--- config.mk ---
export PLATFORM = sky130hd
export DESIGN_NAME = lhfr_bank
export DESIGN_NICKNAME = d
export VERILOG_FILES = /design/src/hw/lhfr_bank.v
export VERILOG_INCLUDE_DIRS = /design/src /design/src/hw
export SDC_FILE = /design/constraint.sdc
export NUM_CORES = 1
export LEC_CHECK = 0
export BUFFER_PORTS_ARGS = -buffer_cell sky130_fd_sc_hd__buf_2
export CAP_MARGIN = 20
export CORE_ASPECT_RATIO = 0.7
export CORE_UTILIZATION = 40
export DETAILED_ROUTE_END_ITERATION = 12
export SLEW_MARGIN = 20
export SYNTH_ARGS = -nofsm -noshare
export SYNTH_HDL_FRONTEND = slang
export SYNTH_SLANG_ARGS = --single-unit
export TNS_END_PERCENT = 1
--- constraint.sdc ---
create_clock -name mclk_i -period 3.6 [get_ports mclk_i]
set_input_delay 0.72 -clock mclk_i [delete_from_list [all_inputs] [get_ports mclk_i]]
set_output_delay 0.72 -clock mclk_i [all_outputs]
set_load 0.1 [all_outputs]
--- src/hw/lhfr_defines.vh ---
// constants for the limp-home fault response and reference readout bank
// Function
// - timer field 00/01/10/11 selects 3.6, 7.2, 14.4, 28.8 ms fault timer
// - ch2 thermal fault: bit 0 auto-restart on hysteresis, 1 clears enable
// - ch2 high-side limit fault: bit 0 restart after timer, 1 latch off
// - ch2 low-side limit fault: bit 0 restart after timer, 1 latch off
// - ch1 thermal fault: bit 0 auto-restart on hysteresis, 1 clears enable
// - ch1 high-side limit fault: bit 0 restart after timer, 1 latch off
// - ch1 low-side limit fault: bit 0 restart after timer, 1 latch off
// - raw 10-bit reference code: bits 1:0 low register, 9:2 high register
// - one code step is 2.45/1023 volt
// - filtered reference readable: 8 msbs high register, 2 lsbs low
// - filtered low register updates only when filtered high is read
// - reference select 1 uses pin code as current setting, 0 registers
`ifndef LHFR_DEFINES_VH
`define LHFR_DEFINES_VH

`define LHFR_ADDR_CFG1       8'h1e
`define LHFR_ADDR_CFG2       8'h1f
`define LHFR_ADDR_RAW_LO     8'h20
`define LHFR_ADDR_RAW_HI     8'h21
`define LHFR_ADDR_FILT_LO    8'h22
`define LHFR_ADDR_FILT_HI    8'h23
`define LHFR_ADDR_CH1_CUR_LO 8'h24
`define LHFR_ADDR_CH1_CUR_HI 8'h25
`define LHFR_ADDR_CH2_CUR_LO 8'h26
`define LHFR_ADDR_CH2_CUR_HI 8'h27

`define LHFR_CFG1_CH1_EN     0
`define LHFR_CFG1_CH2_EN     3
`define LHFR_CFG1_EXT_SEL    6
`define LHFR_RESET_BYTE      8'h00

`define LHFR_CLK_KHZ         40000
`define LHFR_FT0_US          3600
`define LHFR_FT1_US          7200
`define LHFR_FT2_US          14400
`define LHFR_FT3_US          28800
// cycle counts at 40 MHz, sized to the 21-bit timer
`define LHFR_FT0_CYC         21'd144000
`define LHFR_FT1_CYC         21'd288000
`define LHFR_FT2_CYC         21'd576000
`define LHFR_FT3_CYC         21'd1152000
`define LHFR_FILT_SHIFT      3

`endif

--- src/hw/lhfr_bank.v ---
// limp-home config, fault response, timers and reference readout registers
`timescale 1ns/1ps
`default_nettype none
`include "lhfr_defines.vh"

module lhfr_bank #(
    parameter [20:0] FT0_CYC = `LHFR_FT0_CYC,
    parameter [20:0] FT1_CYC = `LHFR_FT1_CYC,
    parameter [20:0] FT2_CYC = `LHFR_FT2_CYC,
    parameter [20:0] FT3_CYC = `LHFR_FT3_CYC
) (
    input  wire        mclk_i,
    input  wire        reset_i,
    input  wire        wr_i,
    input  wire        rd_i,
    input  wire [7:0]  addr_i,
    input  wire [7:0]  wdata_i,
    output reg  [7:0]  rdata_o,
    input  wire        adc_valid_i,
    input  wire [9:0]  adc_code_i,
    input  wire [1:0]  thermal_fault_i,
    input  wire [1:0]  hs_limit_fault_i,
    input  wire [1:0]  ls_limit_fault_i,
    output reg  [1:0]  channel_run_o,
    output reg  [9:0]  ch1_current_setting_o,
    output reg  [9:0]  ch2_current_setting_o
);

// ----------------------------------------------------------------
// registers
// ----------------------------------------------------------------
reg  [7:0]  cfg1_r;
reg  [7:0]  cfg2_r;
reg  [9:0]  ch1_cur_r;
reg  [9:0]  ch2_cur_r;
reg  [9:0]  raw_r;
reg  [12:0] filt_acc_r;
reg  [1:0]  filt_lo_r;
reg  [1:0]  therm_s1_r;
reg  [1:0]  therm_s2_r;
reg  [1:0]  hs_s1_r;
reg  [1:0]  hs_s2_r;
reg  [1:0]  ls_s1_r;
reg  [1:0]  ls_s2_r;
reg  [1:0]  therm_hold_r;
reg  [1:0]  switch_current_limit_wait_r;
reg  [20:0] timer1_r;
reg  [20:0] timer2_r;

wire [9:0]  filt_val = filt_acc_r[12:3];
wire [1:0]  limit_ev = hs_s2_r | ls_s2_r;
wire [1:0]  ch_en = {cfg1_r[`LHFR_CFG1_CH2_EN], cfg1_r[`LHFR_CFG1_CH1_EN]};

// ----------------------------------------------------------------
// helpers
// ----------------------------------------------------------------
function [20:0] ft_limit;
    input [1:0] sel;
    begin
        case (sel)
            2'b00:   ft_limit = FT0_CYC;
            2'b01:   ft_limit = FT1_CYC;
            2'b10:   ft_limit = FT2_CYC;
            default: ft_limit = FT3_CYC;
        endcase
    end
endfunction

// latch-off request of one channel given its three response bits
function latch_req;
    input ts_sel;
    input hs_sel;
    input ls_sel;
    input ts_ev;
    input hs_ev;
    input ls_ev;
    begin
        latch_req = (ts_sel & ts_ev) | (hs_sel & hs_ev) | (ls_sel & ls_ev);
    end
endfunction

wire ch1_latch = latch_req(cfg2_r[2], cfg2_r[1], cfg2_r[0],
                           therm_s2_r[0], hs_s2_r[0], ls_s2_r[0]);
wire ch2_latch = latch_req(cfg2_r[5], cfg2_r[4], cfg2_r[3],
                           therm_s2_r[1], hs_s2_r[1], ls_s2_r[1]);

// ----------------------------------------------------------------
// fault inputs come from the analog domain: two-stage synchronisers
// ----------------------------------------------------------------
always @(posedge mclk_i) begin
    if (reset_i) begin
        therm_s1_r <= 2'h0;
        therm_s2_r <= 2'h0;
        hs_s1_r    <= 2'h0;
        hs_s2_r    <= 2'h0;
        ls_s1_r    <= 2'h0;
        ls_s2_r    <= 2'h0;
    end else begin
        therm_s1_r <= thermal_fault_i;
        therm_s2_r <= therm_s1_r;
        hs_s1_r    <= hs_limit_fault_i;
        hs_s2_r    <= hs_s1_r;
        ls_s1_r    <= ls_limit_fault_i;
        ls_s2_r    <= ls_s1_r;
    end
end

// ----------------------------------------------------------------
// configuration writes; latch-off clears the enable bit
// ----------------------------------------------------------------
always @(posedge mclk_i) begin
    if (reset_i) begin
        cfg1_r    <= `LHFR_RESET_BYTE;
        cfg2_r    <= `LHFR_RESET_BYTE;
        ch1_cur_r <= 10'h000;
        ch2_cur_r <= 10'h000;
    end else begin
        if (wr_i) begin
            case (addr_i)
                `LHFR_ADDR_CFG1:       cfg1_r <= wdata_i;
                `LHFR_ADDR_CFG2:       cfg2_r <= wdata_i;
                `LHFR_ADDR_CH1_CUR_LO: ch1_cur_r[1:0] <= wdata_i[1:0];
                `LHFR_ADDR_CH1_CUR_HI: ch1_cur_r[9:2] <= wdata_i;
                `LHFR_ADDR_CH2_CUR_LO: ch2_cur_r[1:0] <= wdata_i[1:0];
                `LHFR_ADDR_CH2_CUR_HI: ch2_cur_r[9:2] <= wdata_i;
                default: ;
            endcase
        end
        // a fault in the same cycle as a host write still turns it off
        if (ch1_latch)
            cfg1_r[`LHFR_CFG1_CH1_EN] <= 1'b0;
        if (ch2_latch)
            cfg1_r[`LHFR_CFG1_CH2_EN] <= 1'b0;
    end
end

// ----------------------------------------------------------------
// auto-restart: thermal follows the hysteresis level, limit uses timer
// ----------------------------------------------------------------
always @(posedge mclk_i) begin
    if (reset_i) begin
        therm_hold_r <= 2'h0;
        switch_current_limit_wait_r  <= 2'h0;
        timer1_r     <= 21'h0;
        timer2_r     <= 21'h0;
    end else begin
        therm_hold_r <= therm_s2_r;
        if (limit_ev[0]) begin
            switch_current_limit_wait_r[0] <= 1'b1;
            timer1_r       <= 21'h0;
        end else if (switch_current_limit_wait_r[0]) begin
            if (timer1_r >= ft_limit(cfg2_r[7:6]) - 21'h1)
                switch_current_limit_wait_r[0] <= 1'b0;
            else
                timer1_r <= timer1_r + 21'h1;
        end
        if (limit_ev[1]) begin
            switch_current_limit_wait_r[1] <= 1'b1;
            timer2_r       <= 21'h0;
        end else if (switch_current_limit_wait_r[1]) begin
            if (timer2_r >= ft_limit(cfg2_r[7:6]) - 21'h1)
                switch_current_limit_wait_r[1] <= 1'b0;
            else
                timer2_r <= timer2_r + 21'h1;
        end
    end
end

// ----------------------------------------------------------------
// reference conversion, filter and snapshot
// ----------------------------------------------------------------
always @(posedge mclk_i) begin
    if (reset_i) begin
        raw_r      <= 10'h000;
        filt_acc_r <= 13'h0000;
        filt_lo_r  <= 2'h0;
    end else begin
        if (adc_valid_i) begin
            raw_r <= adc_code_i;
            // first-order low-pass, gain 1/8 per sample
            filt_acc_r <= filt_acc_r - {3'h0, filt_val}
                          + {3'h0, adc_code_i};
        end
        // reading the upper half freezes the lower half for a coherent pair
        if (rd_i && addr_i == `LHFR_ADDR_FILT_HI)
            filt_lo_r <= filt_val[1:0];
    end
end

// ----------------------------------------------------------------
// read data and channel outputs
// ----------------------------------------------------------------
always @(posedge mclk_i) begin
    if (reset_i) begin
        rdata_o               <= 8'h00;
        channel_run_o         <= 2'h0;
        ch1_current_setting_o <= 10'h000;
        ch2_current_setting_o <= 10'h000;
    end else begin
        if (rd_i) begin
            case (addr_i)
                `LHFR_ADDR_CFG1:       rdata_o <= cfg1_r;
                `LHFR_ADDR_CFG2:       rdata_o <= cfg2_r;
                `LHFR_ADDR_RAW_LO:     rdata_o <= {6'h00, raw_r[1:0]};
                `LHFR_ADDR_RAW_HI:     rdata_o <= raw_r[9:2];
                `LHFR_ADDR_FILT_LO:    rdata_o <= {6'h00, filt_lo_r};
                `LHFR_ADDR_FILT_HI:    rdata_o <= filt_val[9:2];
                `LHFR_ADDR_CH1_CUR_LO: rdata_o <= {6'h00, ch1_cur_r[1:0]};
                `LHFR_ADDR_CH1_CUR_HI: rdata_o <= ch1_cur_r[9:2];
                `LHFR_ADDR_CH2_CUR_LO: rdata_o <= {6'h00, ch2_cur_r[1:0]};
                `LHFR_ADDR_CH2_CUR_HI: rdata_o <= ch2_cur_r[9:2];
                default:               rdata_o <= 8'h00;
            endcase
        end
        // run only while enabled, no thermal fault held and no timer pending
        channel_run_o <= ch_en & ~therm_s2_r & ~therm_hold_r
                         & ~switch_current_limit_wait_r & ~limit_ev;
        if (cfg1_r[`LHFR_CFG1_EXT_SEL]) begin
            ch1_current_setting_o <= raw_r;
            ch2_current_setting_o <= raw_r;
        end else begin
            ch1_current_setting_o <= ch1_cur_r;
            ch2_current_setting_o <= ch2_cur_r;
        end
    end
end

endmodule // lhfr_bank
`default_nettype wire

==> impl_results.md <==
* Count of mapped cells out of synthesis at 918
* Setup-failing EPs final at 0
* Synthesized area at around 8000 µm²
* Met2 Usage GRT at 0.265
* Reg2reg setup slack at 0.34 ns
* Post-synth top flop: dfxtp_1
* First-pass GRT wire length at 32.1 mm
* Dpl cells at 1213
* GRT Max-Usage Layer: met1
* Worst vdd ir at 0.313 mV
* Multiplexer area fraction after synthesis at 0.0730
* Std-Cell Rows at 42
* Maxcap violations at 0
* RSZ-0062 raised after global routing: no
* Vias/cell at 5.32
* Nets at 1067
* Highest clock rate at slightly above 300 MHz
* H-tree level count at 4
* Cell variety after synth at 70
* TritonCTS buffer count at 17
* Post-CTS setup buffers at 0
* Clk slew on worst S/H paths at 0.07 ns
* # IOs at 67
* Tcrit/Tclk final at 0.907
* Largest net degree at the start of global routing at 84
* CTS Sinks at 149
* CP Class: flop to flop
* Worst r2r path cells at 12
* Worst Max-Slew Pin Slew at 1.07 ns
* Crit path capture: timer1_r[18]
* Clk root buf: clkbuf_16
* Cell area power density at 540 nW/µm²
* CP cell instances: inv_1 > ha_1 > inv_1 > ha_1 > or2_2 > ha_1 > nand4_1 > nor2_1 > a211oi_1 > nand4_1 > or4_1 > a21oi_1
* Post-Route WL at 20.2 mm
* FFs w/ async S/R, synth at 0
* Synthesized flop and latch total at 149
* Worst setup startpoint: cfg2_r[6]
* Adder-Cell Fraction of Synth Area at 0.107
* Overall die height at 120 µm
* Synth top area share at 0.374
* Main combinational cell family by area after synthesis: simple AND/OR/NAND/NOR gates
* Final Hold Vio Count at 0
* Max Fanout on Critical Path at 12
* Crit start category: flop
* Vias in the first global route at 5901
* Avg WL per Cell at 16.2 µm
* Reg area at roughly 3000 µm²
* Initial antenna violation count at 1
* Post-synthesis xor/xnor area fraction at 0.0275
* Final HPWL DP at 14.6 mm
* Crit path DAT at ~3.6 ns
* Worst Hold Class: flop to flop
* Worst R2R End: timer1_r[18]
* Post-synthesis sequential area ratio at 0.374
* Fin crit period at 3.26 ns
* Ranking of synthesized cells by area: dfxtp_1, ha_1, mux2i_1, a21oi_1, nor2_1
* Area of the multi-input gates at 4600 µm²
* Synth cell count leaders: dfxtp_1, nor2_1, a21oi_1, nand2_1, inv_1
* GR Util met1 at 0.323
* Total number of vias at 6623
* Synth Warn # at 0
* Pleak at 0.00363 µW
* CTS tree: done
* Worst-Skew Late Latency at approximately 0.44 ns
* I/O Buffers at 66
* Drt initial violations at 555
* Placer Congestion at 0.830
* CP max stage delay at 0.61 ns
* Design area at 9080 µm²
* Top-count cell post-synth: dfxtp_1
* Drt drc at 0
* Drt first pass iters at 4
* Die X at around 170 µm
* Max_slew headroom at 0.280
* CTS Hold Bufs at 0
* Share of cells above drive strength 1 at 0.127
* DIE AREA at 20500 µm²
* Worst r2r src: cfg2_r[6]
* Met3 GRT Util at 0.0511
* FILL cells at 1889
* Cell repeated most along the worst path: ha_1
* Core area at 19200 µm²
* CP Capture Type: flop
* Non-Filler Instances at roughly 1.2k
* Setup TNS at 0 ns
* Gr ovfl total at 0
* Dpl cell area at approximately 8500 µm²
* Resized Gates After CTS at 0
* Syn_nets at 1017
* Total track usage at 0.204
* Area growth from synthesis to layout at 13.8%
* Fin. max-slew vios at 0
* Status: finished clean
* Req. time, crit path at 3.96 ns
* Initial Utilization at 0.415
* Avg Cell Area, Syn at around 8.7 µm²
* Antenna Nets Post-Route at 0
* Clock Path Buffers at 2
* Clock Skews at 0.00958 ns
* Synth Area in Compound Gates at 0.156
* CP max-delay cell: or4_1
* Synth Area in Simple Gates at 0.214
* EDFF count, synth at 0
* Largest area contributor in the netlist: dfxtp_1
-- cell families (layout without fill, tap and decap cells) --
family,after synthesis,in the layout
AND/OR/NAND/NOR,331,331
AO/OA/AOI/OAI,195,195
flip-flops,149,149
buffers and inverters,98,161
adder cells (fa/ha/maj),62,62
multiplexers,58,58
XOR/XNOR,25,25
other,0,1
-- cells in the final DEF (no fill, tap or decap), types with 6 or more instances in the layout --
master and count:
dfxtp_1 149, or4_1 10, and2_1 6, mux2i_1 57, xnor2_1 8, nand3_1 21, nor3_1 9, or3_1 13
nor2_1 90, nand4_1 24, o21ai_0 44, nand2_1 74, nand2b_1 25, ha_1 52, a21oi_1 74, inv_1 59
xor2_1 17, nor4_1 10, inv_8 6, and3_1 8, clkbuf_16 17, o31ai_1 7, fa_1 10, a211oi_1 12
nor2b_1 19, buf_2 65
-- report_power, final --
part / leakage, µW / switching [µW] / internal, µW
sequential: 0.00121 / 105 / 1720
clock: 0.000276 / 827 / 925
combinational: 0.00214 / 717 / 607
-- metrics by stage --
| stage | hold slack, ns | util | worst slack (ns) | power, µW |
|---|---|---|---|---|
| 3_3_place_gp | 0.407 | 0.442 | 0.258 | 3170 |
| 3_5_place_dp | 0.414 | 0.442 | 0.244 | 3170 |
| 6_report | 0.416 | 0.472 | 0.335 | 4900 |
| 4_1_cts | 0.420 | 0.472 | 0.342 | 4920 |
| 5_1_grt | 0.410 | 0.472 | 0.102 | 5170 |
| 2_1_floorplan | 0.373 | - | 0.560 | 2890 |
-- state kept, by name, indices dropped and copies added, names as in the netlist, 8 cells and up --
signal,cells
rdata_o,8
ch2_current_setting_o,10
cfg1_r,8
filt_acc_r,13
ch2_cur_r,10
timer1_r,21
cfg2_r,8
ch1_cur_r,10
raw_r,10
ch1_current_setting_o,10
timer2_r,21
-- critical path, delay by kind of cell (launching register included) --
kind	cells	cell delay [ns]
buf+inv	2	0.23
simple gates	5	1.50
flops	1	0.36
fa+ha+maj	3	0.70
compound gates	2	0.39
-- cell type report --
cell class,instances,share of cell area
inverters,59,0.0244
diodes,1,0.000276
clock buffers,17,0.0469
multi-input cells,671,0.507
well taps,264,0.0364
repair buffers,70,0.0400
clock inverters,15,0.0165
flip-flops and latches,149,0.329
-- worst min-delay path by stage --
| stage | from | end | depth (start not counted) |
|---|---|---|---|
| floorplan | therm_hold_r[1] | channel_run_o[1] | 1 |
| global placement | therm_hold_r[1] | channel_run_o[1] | 1 |
| detailed placement | therm_hold_r[1] | channel_run_o[1] | 1 |
| CTS | therm_hold_r[1] | channel_run_o[1] | 1 |
| global route | therm_hold_r[1] | channel_run_o[1] | 1 |
| finish | therm_hold_r[1] | channel_run_o[1] | 1 |
-- metal layers --
metal  part of all wire  routed length [µm]  vias to the layer above
li1                   -                   -                     3356
met1               0.55               11100                     3095
met5                  0                   0                        -
met4             0.0083                 168                        0
met3              0.065                1310                       13
met2               0.38                7620                      159
(Power assumes the default switching activity.)
